[config.mk]
export PLATFORM = sky130hd
export DESIGN_NAME = amplitude_keying_ramp
export DESIGN_NICKNAME = d
export VERILOG_FILES = /design/src/keying_pkg.sv /design/src/amplitude_keying_ramp.sv /design/src/pin_sync.sv
export SDC_FILE = /design/constraint.sdc
export NUM_CORES = 1
export LEC_CHECK = 0
export BUFFER_PORTS_ARGS = -buffer_cell sky130_fd_sc_hd__buf_4
export CAP_MARGIN = 30
export CORE_MARGIN = 4
export CORE_UTILIZATION = 61
export CTS_BUF_LIST = sky130_fd_sc_hd__clkbuf_16
export CTS_CLUSTER_DIAMETER = 150
export DETAILED_ROUTE_END_ITERATION = 12
export PLACE_DENSITY = 0.8
export SLEW_MARGIN = 20
export SYNTH_ARGS = -nofsm -noshare
export SYNTH_HDL_FRONTEND = slang
export SYNTH_SLANG_ARGS = --single-unit
[constraint.sdc]
create_clock -name i_clk -period 8.25 [get_ports i_clk]
set_input_delay 0.4125 -clock i_clk [delete_from_list [all_inputs] [get_ports i_clk]]
set_output_delay 0.4125 -clock i_clk [all_outputs]
set_load 0.01 [all_outputs]
[src/keying_pkg.sv]
// constants and types shared by the amplitude keying ramp block
package keying_pkg;
	// programmed word layout
	localparam int          RATE_MSB        = 31;
	localparam int          RATE_LSB        = 16;
	localparam int          SCALE_MSB       = 15;
	localparam int          SCALE_LSB       = 2;
	localparam int          STEP_MSB        = 1;
	localparam int          STEP_LSB        = 0;
	localparam logic [31:0] RAMP_WORD_RESET = 32'h0000_0000;
	// timer prescale: one tick every four core clocks
	localparam int          CLK_PERIOD_NS   = 4;
	localparam int          PRESCALE        = 4;
	localparam logic [1:0]  PRESCALE_LAST   = 2'(PRESCALE - 1);
	localparam int          NUM_PROFILES    = 8;
	// sync pin vector positions
	localparam int          SYNC_WIDTH      = 5;
	localparam int          SYNC_KEY        = 0;
	localparam int          SYNC_UPDATE     = 1;
	localparam int          SYNC_PROF_LSB   = 2;
	localparam logic [13:0] STEP_UNIT       = 14'h0001;

	typedef enum logic [1:0] {
		MODE_OFF    = 2'b00,
		MODE_MANUAL = 2'b01,
		MODE_AUTO   = 2'b11
	} keying_mode_t;
endpackage : keying_pkg

[src/amplitude_keying_ramp.sv]
// amplitude keying: manual scale, pin gating and linear auto ramp
// Function
// [RL1] keying exists only in single tone mode
// [RL2] enable clear: block idle, timers stopped
// [RL3] auto select bit picks auto or manual
// [RL4] manual amplitude follows written scale factor
// [RL5] manual without pin gate ignores key pin
// [RL6] manual pin gate: key low forces zero
// [RL7] word: rate 31:16, scale 15:2, step 1:0
// [RL8] step timer ticks every four core clocks
// [RL9] key high: ramp up to maximum per expiry
// [RL10] key low: ramp down to zero per expiry
// [RL11] ramp never exceeds programmed maximum
// [RL12] ramp zero at reset, when off or manual
// [RL13] step code selects 1, 2, 4, 8
// [RL14] 14-bit unsigned amplitude while keying enabled
// [RL15] expiry reloads timer with programmed interval
// [RL16] auto select rising plus update reloads timer
// [RL17] key pin change reloads timer
// [RL18] reload bit: update or profile restarts timer
// [RL19] three profile pins pick one of eight
// [RL20] update rise or profile change transfers words
// [RL21] key and profile pins are synchronised
module amplitude_keying_ramp (
	input  wire logic        i_clk,
	input  wire logic        i_rst,
	input  wire logic        i_single_tone_mode,
	input  wire logic        i_prog_wr,
	input  wire logic [2:0]  i_prog_sel,
	input  wire logic [31:0] i_prog_data,
	input  wire logic        i_amplitude_keying_enable,
	input  wire logic        i_auto_ramp_select,
	input  wire logic        i_manual_pin_gate_enable,
	input  wire logic        i_reload_step_timer_on_update,
	input  wire logic        i_amplitude_key_pin,
	input  wire logic        i_io_update,
	input  wire logic [2:0]  i_profile,
	output logic      [13:0] o_amplitude,
	output logic             o_keying_active,
	output logic      [2:0]  o_active_profile,
	output logic      [31:0] o_active_word
);
	typedef struct packed {
		logic [keying_pkg::NUM_PROFILES-1:0][31:0] prof;
		logic [31:0]                               word;
		logic                                      en;
		logic                                      auto_sel;
		logic                                      gate;
		logic                                      reload_upd;
		logic                                      key_q;
		logic                                      upd_q;
		logic [2:0]                                prof_q;
		logic [1:0]                                div;
		logic [15:0]                               timer;
		logic [13:0]                               ramp;
		keying_pkg::keying_mode_t                  mode;
		logic [13:0]                               amp_out;
		logic                                      active_out;
	} state_t;

	state_t s;
	state_t next_s;

	logic [keying_pkg::SYNC_WIDTH-1:0] pins_s;
	logic                              key_s;
	logic                              upd_s;
	logic [2:0]                        prof_s;
	logic                              upd_rise;
	logic                              prof_chg;
	logic                              xfer;
	logic                              reload;
	logic                              tick;
	logic                              expire;
	logic [15:0]                       rate;
	logic [13:0]                       max_scale;
	logic [13:0]                       step;
	logic [14:0]                       sum;
	logic [31:0]                       sel_word;

	// =========================================================
	// pin synchronisation
	pin_sync #(
		.WIDTH(keying_pkg::SYNC_WIDTH)
	) u_pin_sync (
		.i_clk (i_clk),
		.i_rst (i_rst),
		.i_pins({i_profile, i_io_update, i_amplitude_key_pin}),
		.o_pins(pins_s)
	); // [RL21]

	assign key_s  = pins_s[keying_pkg::SYNC_KEY];
	assign upd_s  = pins_s[keying_pkg::SYNC_UPDATE];
	assign prof_s = pins_s[keying_pkg::SYNC_PROF_LSB +: 3];

	// =========================================================
	// field decode of the active word
	assign rate      = s.word[keying_pkg::RATE_MSB:keying_pkg::RATE_LSB];    // [RL7]
	assign max_scale = s.word[keying_pkg::SCALE_MSB:keying_pkg::SCALE_LSB];  // [RL7]
	assign step      = keying_pkg::STEP_UNIT << s.word[keying_pkg::STEP_MSB:keying_pkg::STEP_LSB]; // [RL13]
	assign sum       = {1'b0, s.ramp} + {1'b0, step};
	assign sel_word  = s.prof[prof_s]; // [RL19]

	// =========================================================
	// update events and timer reload sources
	assign upd_rise = upd_s & ~s.upd_q;
	assign prof_chg = prof_s != s.prof_q;
	assign xfer     = upd_rise | prof_chg; // [RL20]
	assign reload   = (upd_rise & i_auto_ramp_select & ~s.auto_sel) // [RL16]
	                | (key_s != s.key_q)                            // [RL17]
	                | (xfer & s.reload_upd);                        // [RL18]
	assign tick     = s.div == keying_pkg::PRESCALE_LAST; // [RL8]
	assign expire   = (s.mode == keying_pkg::MODE_AUTO) && !reload && tick && (s.timer <= 16'h0001);

	// =========================================================
	// next state
	always_comb begin
		next_s        = s;
		next_s.key_q  = key_s;
		next_s.upd_q  = upd_s;
		next_s.prof_q = prof_s;
		if (i_prog_wr) begin
			next_s.prof[i_prog_sel] = i_prog_data;
		end
		if (xfer) begin
			next_s.word       = sel_word; // [RL20]
			next_s.en         = i_amplitude_keying_enable;
			next_s.auto_sel   = i_auto_ramp_select;
			next_s.gate       = i_manual_pin_gate_enable;
			next_s.reload_upd = i_reload_step_timer_on_update;
		end

		if (!(s.en && i_single_tone_mode)) begin
			next_s.mode = keying_pkg::MODE_OFF; // [RL1] [RL2]
		end else if (s.auto_sel) begin
			next_s.mode = keying_pkg::MODE_AUTO; // [RL3]
		end else begin
			next_s.mode = keying_pkg::MODE_MANUAL; // [RL3]
		end

		case (s.mode)
			keying_pkg::MODE_AUTO: begin
				next_s.div = s.div + 2'h1; // [RL8]
				if (reload) begin
					next_s.timer = rate; // [RL16] [RL17] [RL18]
					next_s.div   = '0;
				end else if (tick) begin
					if (s.timer <= 16'h0001) begin
						next_s.timer = rate; // [RL15]
					end else begin
						next_s.timer = s.timer - 16'h0001; // [RL8]
					end
				end
				if (expire) begin
					if (key_s) begin
						if (sum > {1'b0, max_scale}) begin
							next_s.ramp = max_scale; // [RL9] [RL11]
						end else begin
							next_s.ramp = sum[13:0]; // [RL9]
						end
					end else if (s.ramp > step) begin
						next_s.ramp = s.ramp - step; // [RL10]
					end else begin
						next_s.ramp = '0; // [RL10]
					end
				end
				// a lowered maximum pulls the ramp down at once, even on a down step
				if (next_s.ramp > max_scale) begin
					next_s.ramp = max_scale; // [RL11]
				end
				next_s.amp_out    = next_s.ramp; // [RL14]
				next_s.active_out = 1'b1;
			end
			keying_pkg::MODE_MANUAL: begin
				next_s.div   = '0;
				next_s.timer = rate;
				next_s.ramp  = '0; // [RL12]
				if (s.gate && !key_s) begin
					next_s.amp_out = '0; // [RL6]
				end else begin
					next_s.amp_out = max_scale; // [RL4] [RL5]
				end
				next_s.active_out = 1'b1;
			end
			default: begin
				// stopped: prescaler cleared and timer held at the programmed rate to save power
				next_s.div        = '0; // [RL2]
				next_s.timer      = rate;
				next_s.ramp       = '0; // [RL12]
				next_s.amp_out    = '0;
				next_s.active_out = 1'b0;
			end
		endcase
	end

	// =========================================================
	// state register
	always_ff @(posedge i_clk) begin
		if (i_rst) begin
			s      <= '0; // [RL12]
			s.word <= keying_pkg::RAMP_WORD_RESET;
			s.prof <= {keying_pkg::NUM_PROFILES{keying_pkg::RAMP_WORD_RESET}};
		end else begin
			s <= next_s;
		end
	end

	assign o_amplitude      = s.amp_out;
	assign o_keying_active  = s.active_out;
	assign o_active_profile = s.prof_q;
	assign o_active_word    = s.word;
endmodule : amplitude_keying_ramp

[src/pin_sync.sv]
// two-stage synchroniser for the key, update and profile pins
module pin_sync #(
	parameter int WIDTH = 5
) (
	input  wire logic             i_clk,
	input  wire logic             i_rst,
	input  wire logic [WIDTH-1:0] i_pins,
	output logic      [WIDTH-1:0] o_pins
);
	typedef struct packed {
		logic [WIDTH-1:0] first;
		logic [WIDTH-1:0] second;
	} sync_t;

	sync_t s;
	sync_t next_s;

	always_comb begin
		next_s        = s;
		next_s.first  = i_pins;
		next_s.second = s.first;
	end

	always_ff @(posedge i_clk) begin
		if (i_rst) begin
			s <= '0;
		end else begin
			s <= next_s;
		end
	end

	assign o_pins = s.second;
endmodule : pin_sync

# After elaboration in Yosys (flattened, before gate mapping)
# Index checks and enable logic that the tools add are counted.
[totals] ram_bits=0 latchBits=0 rom_bits=0 in_bits=48 n_memories=0 out_inout_bits=50 elab_cells=82 ff_bits=356
[classes] addsub=4 reduce_logical=11 n_div=0 shift=1 eq_ne=6 multipliers=0 magnitude_cmp=7 bitwise=11 n_mux=18
[op_table] op="256-bit bitwise mux" count=1
[op_table] op="14-bit two-way mux" count=7
[op_table] op="32-bit binary-select mux with 3-bit select" count=1
[op_table] op="32-bit demux with 3-bit select" count=1
[op_table] op="32-bit two-way mux" count=2
[op_table] op="16-bit two-way mux" count=3
[op_table] op="30-bit two-way mux" count=1
[op_table] op="15-bit one-hot mux with 2 select lines" count=1
[op_table] op="14-bit > comparator" count=2
[op_table] op="16-bit by 1-bit less-or-equal comparator with 1-bit output (second input constant)" count=1
[op_table] op="16-bit by 1-bit subtractor with 16-bit output (second input constant)" count=1
[op_table] op="14-bit by 14-bit adder with 15-bit output" count=1
[op_table] op="15-bit by 14-bit > comparator with 1-bit output" count=1
[op_table] op="1-bit by 2-bit << shifter with 14-bit output (first input constant)" count=1
[op_table] op="14-bit subtractor" count=1
[op_table] op="3-bit by 4-bit < comparator with 1-bit output (second input constant)" count=2
[op_table] op="1-bit logical AND" count=6
[op_table] op="1-bit bitwise AND" count=4
[op_table] op="2-bit equality test (second input constant)" count=2
[op_table] op="1-bit inverter" count=4
[op_table] op="2-bit OR reduction" count=2
[op_table] op="3-bit by 1-bit greater-or-equal comparator with 1-bit output (second input constant)" count=1
[op_table] op="3-bit != test" count=1
[op_table] op="3-bit != test (second input constant)" count=1
[op_table] op="7 further kinds" count=10

# Logic depth before layout (Yosys ltp)
# Gate-level depths: netlist (run 1).
[logic_depth] ltp_word=15 mapped_depth=26 ltp_nobuf=24

# Modules after synthesis
# A second synthesis (run 1) with hierarchy kept.
[unflattened] cells_unflattened=2049 area_unflattened_um2=16951.3
[by_module_without_submodules] module="amplitude_keying_ramp" cells_per_inst=2029 seq_area_each_um2=6926.6 n_inst=1 area_each_um2=16688.5
[by_module_without_submodules] module="pin_sync" cells_per_inst=20 seq_area_each_um2=200.2 n_inst=1 area_each_um2=262.8

# Worst setup path after synthesis (run 1)
# No wires, ideal clock.
[synth_timing] path_type="flip-flop to flip-flop" startpoint="reg s (netlist bit o_active_word[0])" endpoint="reg s (netlist bit o_amplitude[9])" n_path_buf=3 path_stages_with_launch=26 period_less_slack_ns=5.844 t_required_ns=8.163 setup_time_ns=0.087 arrival_ns=5.757 slack_ns=2.406 cell_sequence="dfxtp_1 -> nand2b_1 -> ha_1 -> clkbuf_1 -> nor3b_1 -> o31a_1 -> o21ai_0 -> xnor2_1 -> inv_1 -> ha_1 -> a21o_1 -> a211o_1 -> a221o_1 -> o21ai_1 -> clkbuf_1 -> nand2_1 -> a311oi_2 -> nor2_1 -> ha_1 -> nand4_1 -> or4_1 -> o221a_2 -> o31ai_1 -> clkbuf_1 -> nand2_1 -> o31ai_1"
[synth_between] elab_chain_len=10 elab_cells_between_ends=13 classes_between="add/sub: 2; order compare: 3; shift: 1; mux: 7"
[synth_lines] element="start, declared" line_no="amplitude_keying_ramp.sv:61" text="state_t s;"
[synth_lines] element="start signal, assigned" line_no="amplitude_keying_ramp.sv:203" text="s <= next_s;"
[synth_lines] element="1-bit by 2-bit << shifter with 14-bit output *" line_no="amplitude_keying_ramp.sv:99" text="assign step = keying_pkg::STEP_UNIT << s.word[keying_pkg::STEP_MSB:keying_pkg::STEP_LSB];"
[synth_lines] element="14-bit by 14-bit adder with 15-bit output" line_no="amplitude_keying_ramp.sv:100" text="assign sum = {1'b0, s.ramp} + {1'b0, step};"
[synth_lines] element="15-bit by 14-bit > comparator with 1-bit output" line_no="amplitude_keying_ramp.sv:155" text="if (sum > {1'b0, max_scale}) begin"
[synth_lines] element="14-bit two-way mux" line_no="amplitude_keying_ramp.sv:155"
[synth_lines] element="14-bit two-way mux *" line_no="amplitude_keying_ramp.sv:154" text="if (key_s) begin"
[synth_lines] element="14-bit two-way mux *" line_no="amplitude_keying_ramp.sv:153" text="if (expire) begin"
[synth_lines] element="14-bit two-way mux *" line_no="amplitude_keying_ramp.sv:140" text="case (s.mode)"
[synth_lines] element="14-bit > comparator" line_no="amplitude_keying_ramp.sv:167" text="if (next_s.ramp > max_scale) begin"
[synth_lines] element="14-bit two-way mux *" line_no="amplitude_keying_ramp.sv:167"
[synth_lines] element="15-bit one-hot mux with 2 select lines *" line_no="amplitude_keying_ramp.sv:140"
# Every way passes the cells marked *; elsewhere a longest branch is shown, timed or not. The select of a mux whose other input is x is not followed.
# A chain may end at the register's enable or synchronous reset.

# Final worst setup path (run 1)
[layout_timing] startpoint="reg s (netlist bit o_active_word[0])" endpoint="reg s (netlist bit o_amplitude[6])"
# The elaborated chain is that of the path after synthesis.

==> results.sh, run 1 <==
export IMPL_run_status="finished clean"
export IMPL_timing_final_crit_period_ns=6.89
export IMPL_final_antenna_net_count=0
export IMPL_endpoint_class_of_the_critical_path="flop"
export IMPL_combined_buffer_and_inverter_count_along_the_critical_path=3
export IMPL_latest_clock_arrival_within_the_worst_skew_pair_ns=0.53
export IMPL_critical_path_max_stage_delay_ns=0.67
export IMPL_hold_viol=0
export IMPL_timing_max_slew_rel_slack_pct=35.8
export IMPL_reg2regPathDepth=26
export IMPL_synth_fp_nets=2162
export IMPL_global_route_wire_length_before_repair_um=74900
export IMPL_cts_sinks=356
export IMPL_synthDominantCellAreaShare_pct=41.6
export IMPL_dpl_cell_area_sq_mm=0.0175
export IMPL_cts_made_buffers=38
export IMPL_io_pins=98
export IMPL_max_slew_worst_pin_slew_ns=0.964
export IMPL_cts_root_buffer_cell="clkbuf_16"
export IMPL_arrival_ns=7.32
export IMPL_grt_util_all_layers_pct=30.0
export IMPL_vias_per_cell=6.15
export IMPL_cp_top_delay_family="compound AO/OA/AOI/OAI gates"
export IMPL_flow_area_growth_from_synthesis_pct=8.78
export IMPL_postCtsSetupRepairBufs=0
export IMPL_synth_top_flop_cell="dfxtp_1"
export IMPL_static_leakage_nw=6.69
export IMPL_yosys_top_cells_area="dfxtp_1 (42%), nand2_1 (12%), a21oi_1 (8.5%), mux4_2 (8.4%), ha_1 (2.9%)"
export IMPL_initial_utilization_pct=61.7
export IMPL_detailedPlacementHpwl_um=29800
export IMPL_grt_antenna_before_repair=1
export IMPL_setup_viol=0
export IMPL_total_drc_errors_in_the_routed_layout=0
export IMPL_synth_lib_cells_used_distinct=71
export IMPL_gp_congestion=0.942
export IMPL_design_area_sq_mm=0.0186
export IMPL_timing_rr_start="o_active_word[0]"
export IMPL_cts_buffer_depth=3
export IMPL_crit_type="reg -> reg"
export IMPL_detail_route_wirelength_um=48100
export IMPL_cts_tree="done"
export IMPL_port_buffers=97
export IMPL_drtIter0Drc=1557
export IMPL_critical_path_fanouts_max=26
export IMPL_post_synth_inst_count=2072
export IMPL_setup_tns_ns=0
export IMPL_most_frequent_cell_after_synthesis="nand2_1"
export IMPL_worstHoldEndpoint="u_pin_sync.next_s[0]"
export IMPL_die_w_um=176
export IMPL_r2r_end="o_amplitude[6]"
export IMPL_hold_path_class="in -> reg"
export IMPL_max_cap_viol_count=0
export IMPL_synth_seq_cells=356
export IMPL_clock_tree_htree_level_count=2
export IMPL_grt_overflow_total=0
export IMPL_worstSetupStartpointType="flop"
export IMPL_yosysWarnings=0
export IMPL_synth_seq_area_share_pct=41.6
export IMPL_core_region_area_sq_mm=0.0278
export IMPL_clk_transition_reported_paths_ns=0.06
export IMPL_num_fill_cells=2290
export IMPL_path_common_cell="ha_1"
export IMPL_cp_required_ns=8.68
export IMPL_cpMaxStageDelayCell="a211oi_1"
export IMPL_first_global_vias=14100
export IMPL_grt_setup_unrepaired="false"
export IMPL_fin_crit_sh_pct=83.5
export IMPL_finish_net_count=2103
export IMPL_maxSlewViolCount=0
export IMPL_synth_top_cells_by_count="nand2_1 (561), dfxtp_1 (356), a21oi_1 (292)"
export IMPL_ctsHoldBuffers=0
export IMPL_hp_start="i_amplitude_key_pin"
export IMPL_avgRoutedWirePerCell_um=19.9
export IMPL_die_height_um=176
export IMPL_timing_reg2reg_setup_slack_ns=1.36
export IMPL_ir_drop_uv=156
export IMPL_syn_area_sq_mm=0.0171
export IMPL_grt_start_max_net_pins=154
export IMPL_power_per_cell_area_mw_per_mm2=206
export IMPL_synth_avg_cell_area_sq_um=8.27
export IMPL_row_count=61
export IMPL_floorplan_die_area_sq_mm=0.0308
export IMPL_timing_hold_worst_path_depth=2
export IMPL_timing_fmax_mhz=145
export IMPL_number_of_synthesized_flops_with_an_enable_pin=0
export IMPL_cts_resized=0
export IMPL_drt_pass1_iter_count=7
export IMPL_vias=14900
export IMPL_share_of_async_settable_or_async_resettable_flops_after_synthesis_pct=0
export IMPL_post_synth_top_area_cell="dfxtp_1"
export IMPL_fin_worst_skew_ns=0.0196
export IMPL_final_layout_size_suffix_gt1_share_pct=13.5
==> layer usage <==
metal | GRT usage (%) | up-vias | wire [um]
met4 | 9.55 | 0 | 1220
met1 | 41.4 | 7082 | 19900
met2 | 48.2 | 704 | 22600
met5 | 0 | - | 0
li1 | - | 6957 | -
met3 | 5.40 | 111 | 4440
==> per-stage QoR <==
step,setup WS (ns),hold slack [ns],utilization [%],std cells,power [mW]
after floorplan,2.41,0.404,-,2072,2.17
after global placement,1.81,0.414,62.9,2350,2.28
after detailed placement,1.62,0.423,63.0,2351,2.30
after CTS,1.53,0.0916,67.1,2416,3.83
after global routing,1.05,0.104,67.1,2417,3.95
final,1.36,0.102,67.1,2417,3.83
==> power by group <==
group          switching (mW)  internal (mW)
clock                   0.698          0.863
combinational           0.275          0.169
sequential             0.0537           1.77
==> area by class of cell <==
cell class / instances / area, sq um / share of cell area (%)
well taps: 378 / 473 / 2.54
inverters: 38 / 143 / 0.765
clock buffers: 39 / 976 / 5.24
flip-flops and latches: 356 / 7140 / 38.3
repair buffers: 122 / 943 / 5.06
diodes: 1 / 2.50 / 0.0134
multi-input cells: 1457 / 8820 / 47.3
clock inverters: 26 / 149 / 0.799
==> how the worst max path moves through the flow <==
| stage | startpoint | to | slack, ns | depth (start not counted) |
|---|---|---|---|---|
| after global routing | o_active_word[1] | o_amplitude[6] | 1.05 | 25 |
| after floorplan | o_active_word[0] | o_amplitude[9] | 2.41 | 25 |
| after global placement | o_active_word[0] | o_amplitude[6] | 1.81 | 26 |
| after detailed placement | o_active_word[0] | o_amplitude[6] | 1.62 | 26 |
| final | o_active_word[0] | o_amplitude[6] | 1.36 | 26 |
| after CTS | o_active_word[0] | o_amplitude[6] | 1.53 | 26 |
==> worst register-to-register path: stages (launching register included) <==
cell and delay [ns]:
dfxtp_1 0.36, nor2_1 0.22, ha_1 0.21, inv_1 0.05
fa_1 0.40, o21bai_1 0.17, a21oi_1 0.18, nand3b_1 0.22
xnor2_1 0.23, ha_1 0.29, a21o_1 0.18, a211o_1 0.29
a221o_1 0.27, o21ai_1 0.41, buf_4 0.27, a211oi_1 0.10
nor4_1 0.51, nor2_1 0.11, ha_1 0.32, o21ai_0 0.08
o21ai_0 0.27, o221a_2 0.26, o31ai_2 0.05, buf_4 0.22
a211oi_1 0.68, a21oi_1 0.16, a311oi_1 0.27
==> registers in the layout, summed over array words and instances (netlist names) <==
| signal | flops |
|---|---|
| o_keying_active | 1 |
| s | 296 |
| o_active_word | 32 |
| u_pin_sync.next_s | 5 |
| o_active_profile | 3 |
| o_amplitude | 14 |
| u_pin_sync.o_pins | 5 |
==> cell families after synthesis <==
group,after synthesis,share of synthesized area [%]
and+or+nand+nor,816,20.0
AOI/OAI and AO/OA,475,16.2
DFF,356,41.6
buffers and inverters,259,7.18
muxes,105,10.8
adders and majority gates,42,3.15
xor gates and xnor gates,19,0.971
==> cells in the final DEF, fill, tap and decap left out, drive strengths merged, types with 4 or more instances in the layout <==
master and instances:
nand2 561, dfxtp 356, a21oi 292, buf 122, nor2 112, mux4 64, a211oi 55, inv 50
o21ai 44, ha 40, clkbuf 39, mux2i 37, nor2b 24, nor3 22, nor4 16, nand3 15
nand2b 14, o31ai 13, xnor2 11, nand4 10, clkinv 10, xor2 8, or3 8, and4 8
or2 7, o22ai 6, a22oi 6, or4 6, a21o 5, o21a 5, o211ai 5, a31oi 5
a31o 5, mux2 4, clkinvlp 4, a221oi 4, a311oi 4, and2 4
No activity file was read; power rests on OpenSTA's default activity.
==> run 2: changes to the inputs <==
CORE_UTILIZATION = 55   (was 61)
PLACE_DENSITY = 0.76   (was 0.8)
clock period = 5.9 ns   (was 8.25 ns; I/O delays follow)
==> run 2 against run 1 <==
Effect of this change: hold slack worse by 0.082 ns; count of clock-buffer cells in the layout is 1 lower; wire length increased by 3.3%; register-to-register slack got worse by 1.3 ns; critical path type unchanged; critical endpoint unchanged; largest cell class unchanged; highest routed layer is now met5.
==> results.sh, run 2 (synthesis results as in run 1) <==
export IMPL_initial_utilization_pct=55.9
export IMPL_antenna_cells=0
export IMPL_power_per_cell_area_mw_per_mm2=281
export IMPL_largest_register_ff_count=296
export IMPL_timing_max_slew_rel_slack_pct=34.1
export IMPL_critical_path_fanouts_max=7
export IMPL_layout_common_cells="nand2_1 (556), dfxtp_1 (352), a21oi_1 (290)"
export IMPL_timing_final_crit_period_ns=5.86
export IMPL_flow_area_growth_from_synthesis_pct=12.9
export IMPL_drtIter0Drc=1808
export IMPL_avgRoutedWirePerCell_um=20.0
export IMPL_ir_drop_uv=173
export IMPL_final_cell_count_no_fill=2489
export IMPL_setup_viol=0
export IMPL_drt_pass1_iter_count=6
export IMPL_io_pins=98
export IMPL_grt_util_all_layers_pct=28.0
export IMPL_critical_path_max_stage_delay_ns=0.37
export IMPL_num_fill_cells=2548
export IMPL_timing_reg2reg_setup_slack_ns=0.04
export IMPL_port_buffers=97
export IMPL_finalCoreUtilization_pct=63.0
export IMPL_cts_tree="done"
export IMPL_grt_start_max_net_pins=156
export IMPL_design_area_sq_mm=0.0193
export IMPL_fin_worst_skew_ns=0.00918
export IMPL_detailedPlacementHpwl_um=30800
export IMPL_cts_sinks=356
export IMPL_grt_setup_unrepaired="true"
export IMPL_first_global_vias=14600
export IMPL_vias_per_cell=6.05
export IMPL_core_region_area_sq_mm=0.0307
export IMPL_timing_hold_worst_path_depth=3
export IMPL_floorplan_die_area_sq_mm=0.0340
export IMPL_dp_cells=2405
export IMPL_static_leakage_nw=6.99
export IMPL_cts_made_buffers=37
export IMPL_finish_net_count=2159
export IMPL_clock_tree_htree_level_count=2
export IMPL_hold_viol=0
export IMPL_dpl_cell_area_sq_mm=0.0178
export IMPL_worstSetupStartpointType="flop"
export IMPL_run_status="finished clean"
export IMPL_gp_congestion=0.967
export IMPL_final_antenna_net_count=0
export IMPL_reg2regPathDepth=29
export IMPL_total_drc_errors_in_the_routed_layout=0
export IMPL_die_height_um=185
export IMPL_global_route_wire_length_before_repair_um=76800
export IMPL_final_common_cell="nand2_1"
export IMPL_timing_fmax_mhz=171
export IMPL_whs_ns=0.0195
export IMPL_path_common_cell="buf_4"
export IMPL_die_w_um=185
export IMPL_max_cap_viol_count=0
export IMPL_latest_clock_arrival_within_the_worst_skew_pair_ns=0.53
export IMPL_regMostFlops="s"
export IMPL_maxSlewViolCount=0
export IMPL_endpoint_class_of_the_critical_path="flop"
export IMPL_worst_slack_after_detailed_placement_ns=-0.349
export IMPL_cts_buffer_depth=3
export IMPL_cts_root_buffer_cell="clkbuf_16"
export IMPL_arrival_ns=6.29
export IMPL_grt_overflow_total=0
export IMPL_max_slew_worst_pin_slew_ns=0.989
export IMPL_cp_required_ns=6.33
export IMPL_timing_final_ws_setup_ns=0.0441
export IMPL_fin_crit_sh_pct=99.3
export IMPL_row_count=64
export IMPL_crit_type="reg -> reg"
export IMPL_vias=15100
export IMPL_hold_path_class="in -> reg"
export IMPL_final_layout_size_suffix_gt1_share_pct=17.1
export IMPL_detail_route_wirelength_um=49700
export IMPL_grt_antenna_before_repair=1
export IMPL_clk_transition_reported_paths_ns=0.06
export IMPL_cpMaxStageDelayCell="dfxtp_4"
run 2: changes by cell type in the layout (fill, tap and decap cells not counted), moves of 4 or more:
cell           delta
nand2_2           +4
nand2_1           -4
o31ai_1           -5
o31ai_2           +4
clkinv_2          -4
ha_1              -4
buf_6             +4
a211oi_1          -4
buf_4            +46
dlygate4sd3_1     +5
run 2: path summary, 6_finish.rpt:
kind | start | to
worst max-delay path | o_active_word[0] | o_amplitude[6]
worst min-delay path | i_reload_step_timer_on_update | s[54]
worst max register to register | o_active_word[0] | o_amplitude[6]
worst min register to register | u_pin_sync.next_s[3] | u_pin_sync.o_pins[3]
run 2: stage by stage:
stage / total power [mW] / setup TNS, ns
global route: 5.61 / -2.04
global placement: 3.21 / -1.37
floorplan: 3.04 / 0
CTS: 5.39 / 0
detailed placement: 3.23 / -2.90
finish: 5.42 / 0
run 2: worst max-delay path: cells and delay by family (launching register included):
kind / cells / cell delay [ns]
flip-flops: 1 / 0.37
AO/OA/AOI/OAI: 10 / 1.91
AND/OR/NAND/NOR: 8 / 1.20
adder cells (fa/ha/maj): 4 / 1.15
XOR/XNOR: 1 / 0.33
buffers and inverters: 6 / 0.78
run 2: repair_timing:
action / CTS / global route
hold endpoints to repair: 5 / 0
buffers inserted: 10 / 5
pin swaps: 12 / 30
setup endpoints to repair: 28 / 28
hold buffers: 5 / 0
gates resized for setup: 14 / 42
run 2: routing by layer:
metal / track usage, % / share of wire [%] / vias to the layer above
li1: - / - / 7063
met1: 38.2 / 41 / 7139
met2: 45.4 / 47 / 732
met3: 5.55 / 9.7 / 131
met4: 8.31 / 2.8 / 2
met5: 0 / 0.026 / -
run 2: power breakdown:
part           switching [mW]  total (mW)  internal, mW
combinational           0.421       0.706         0.285
sequential             0.0660        2.54          2.48
clock                   0.959        2.18          1.22
run 2: cell type report:
class	instances	area (sq um)	area share, %
multi-input combinational	1457	9040	46.7
sequential	356	7140	36.9
timing repair buffer	179	1400	7.22
clock buffer	38	951	4.92
tap	396	495	2.56
clock inverter	25	171	0.887
inverter	38	146	0.757
==> run 3: changes to the inputs <==
BUFFER_PORTS_ARGS = -buffer_cell sky130_fd_sc_hd__buf_2   (was -buffer_cell sky130_fd_sc_hd__buf_4)
CORE_UTILIZATION = 46   (was 55)
CTS_CLUSTER_DIAMETER = default   (was 150)
PLACE_DENSITY = 0.65   (was 0.76)
==> run 3 against run 2 <==
Effect of this change: design area up 0.34%; global-route usage down 3.5 points; fmax up 2.4%; final cell count up 3.7%; sequential cell count unchanged; register-to-register slack better by 0.14 ns; total power up 3.8%; highest routed layer unchanged; critical path depth down 2; count of clock-buffer cells in the layout up 3; hold slack worse by 0.00074 ns; clock skew up 0.010 ns.
==> results.sh, run 3 (synthesis results as in run 1) <==
export IMPL_cts_tree="done"
export IMPL_critical_path_depth=27
export IMPL_sequential_cell_area_sq_mm=0.00714
export IMPL_cts_made_buffers=39
export IMPL_cp_required_ns=6.33
export IMPL_grt_util_all_layers_pct=24.5
export IMPL_grt_met2_usage_pct=39.0
export IMPL_global_route_wire_length_before_repair_um=80000
export IMPL_grt_antenna_before_repair=8
export IMPL_vias_per_cell=5.77
export IMPL_critical_path_fanouts_max=6
export IMPL_timing_fmax_mhz=175
export IMPL_max_cap_viol_count=0
export IMPL_grt_overflow_total=0
export IMPL_run_status="finished clean"
export IMPL_clk_transition_reported_paths_ns=0.06
export IMPL_fin_worst_skew_ns=0.0192
export IMPL_die_w_um=201
export IMPL_dp_cells=2493
export IMPL_static_leakage_nw=7.09
export IMPL_global_routing_met3_resource_utilization_pct=5.20
export IMPL_cp_top_delay_family="compound AO/OA/AOI/OAI gates"
export IMPL_finish_net_count=2172
export IMPL_final_common_cell="nand2_1"
export IMPL_hold_viol=0
export IMPL_drt_pass1_iter_count=5
export IMPL_io_pins=98
export IMPL_area_of_the_multi_input_gates_sq_mm=0.00901
export IMPL_critical_path_max_stage_delay_ns=0.52
export IMPL_layout_common_cells="nand2_1 (561), dfxtp_1 (351), a21oi_1 (288)"
export IMPL_first_global_vias=14200
export IMPL_reg2regPathDepth=27
export IMPL_worst_slack_after_detailed_placement_ns=-0.138
export IMPL_flow_area_growth_from_synthesis_pct=13.2
export IMPL_path_common_cell="buf_4"
export IMPL_regMostFlops="s"
export IMPL_core_region_area_sq_mm=0.0367
export IMPL_max_slew_worst_pin_slew_ns=0.874
export IMPL_detail_route_wirelength_um=51800
export IMPL_row_count=70
export IMPL_hold_path_class="in -> reg"
export IMPL_floorplan_die_area_sq_mm=0.0404
export IMPL_final_antenna_net_count=0
export IMPL_dpl_cell_area_sq_mm=0.0178
export IMPL_largest_register_ff_count=296
export IMPL_netSwitchingPower_mw=1.47
export IMPL_timing_hold_worst_path_depth=3
export IMPL_internal_power_mw=4.16
export IMPL_clock_tree_htree_level_count=2
export IMPL_latest_clock_arrival_within_the_worst_skew_pair_ns=0.54
export IMPL_drtIter0Drc=1434
export IMPL_total_drc_errors_in_the_routed_layout=0
export IMPL_port_buffers=97
export IMPL_ir_drop_uv=170
export IMPL_final_cell_count_no_fill=2582
export IMPL_finalCoreUtilization_pct=52.9
export IMPL_power_per_cell_area_mw_per_mm2=290
export IMPL_maxSlewViolCount=0
export IMPL_swShare_pct=26.1
export IMPL_vias=14900
export IMPL_die_height_um=201
export IMPL_p_total_mw=5.63
export IMPL_grtUsageMet1_pct=33.7
export IMPL_globalRoute_busiestLayer="met2"
export IMPL_power_sequential_fraction_pct=45.2
export IMPL_grt_start_max_net_pins=124
export IMPL_cts_sinks=356
export IMPL_endpoint_class_of_the_critical_path="flop"
export IMPL_timing_final_ws_setup_ns=0.183
export IMPL_power_frac_comb_pct=12.0
export IMPL_pwr_share_clk_pct=42.8
export IMPL_timing_max_slew_rel_slack_pct=41.7
export IMPL_design_area_sq_mm=0.0194
export IMPL_gp_congestion=0.957
export IMPL_setup_viol=0
export IMPL_arrival_ns=6.15
export IMPL_cts_buffer_depth=3
export IMPL_timing_final_crit_period_ns=5.72
export IMPL_crit_type="reg -> reg"
export IMPL_avgRoutedWirePerCell_um=20.1
export IMPL_combined_buffer_and_inverter_count_along_the_critical_path=5
export IMPL_detailedPlacementHpwl_um=32000
export IMPL_final_layout_size_suffix_gt1_share_pct=17.8
export IMPL_cts_root_buffer_cell="clkbuf_16"
export IMPL_num_fill_cells=3382
export IMPL_worstSetupStartpointType="flop"
export IMPL_cpMaxStageDelayCell="or4_4"
export IMPL_initial_utilization_pct=46.7
export IMPL_fin_crit_sh_pct=96.9
## run 3: layout make-up
type	count	area share, %
inverters	38	0.735
well taps	468	3.02
clock inverters	29	1.19
multi-input cells	1457	46.5
diodes	3	0.0387
clock buffers	41	5.29
flip-flops and latches	356	36.8
repair buffers	190	6.47
## run 3: repair_timing
item | in CTS | in global routing
hold buffers | 6 | 0
hold endpoints to repair | 6 | 0
gates cloned | 1 | 1
setup buffers | 2 | 4
setup endpoints to repair | 18 | 28
pin swaps | 2 | 14
resized for setup | 5 | 45
## run 3: power by group through the flow
stage | clock [mW] | sequential (mW) | combinational (mW)
floorplan | 0 | 2.57 | 0.469
global placement | 0 | 2.59 | 0.617
detailed placement | 0 | 2.59 | 0.627
CTS | 2.45 | 2.54 | 0.640
global route | 2.56 | 2.55 | 0.735
finish | 2.41 | 2.54 | 0.678
## run 3: worst register-to-register path: cells and delay by family, from the launching register on
family,cells,cell delay (ns)
AO/OA/AOI/OAI,12,2.14
XOR/XNOR,1,0.17
adder cells (fa/ha/maj),4,1.11
buffers and inverters,5,0.74
flip-flops,1,0.36
AND/OR/NAND/NOR,5,1.10
## run 3: final timing paths
kind,slack (ns),endpoint,startpoint
setup / recovery,0.18,s[25],o_active_word[1]
hold / removal,0.02,s[54],i_reload_step_timer_on_update
setup reg to reg,0.18,s[25],o_active_word[1]
hold reg to reg,0.43,s[47],s[47]
## run 3: stage by stage
step | hold slack (ns) | TNS [ns]
floorplan | 0.404 | 0
global placement | 0.414 | -0.0567
detailed placement | 0.417 | -0.990
CTS | 0.00270 | 0
global route | 0.0462 | -0.00907
finish | 0.0187 | 0
## run 3: metal layers
metal | up-vias | share of wire (%) | wire length, um
met5 | - | 0.12 | 61
met4 | 10 | 2.8 | 1450
met3 | 113 | 8.5 | 4410
met2 | 581 | 46 | 24000
met1 | 7096 | 42 | 22000
li1 | 7109 | - | -
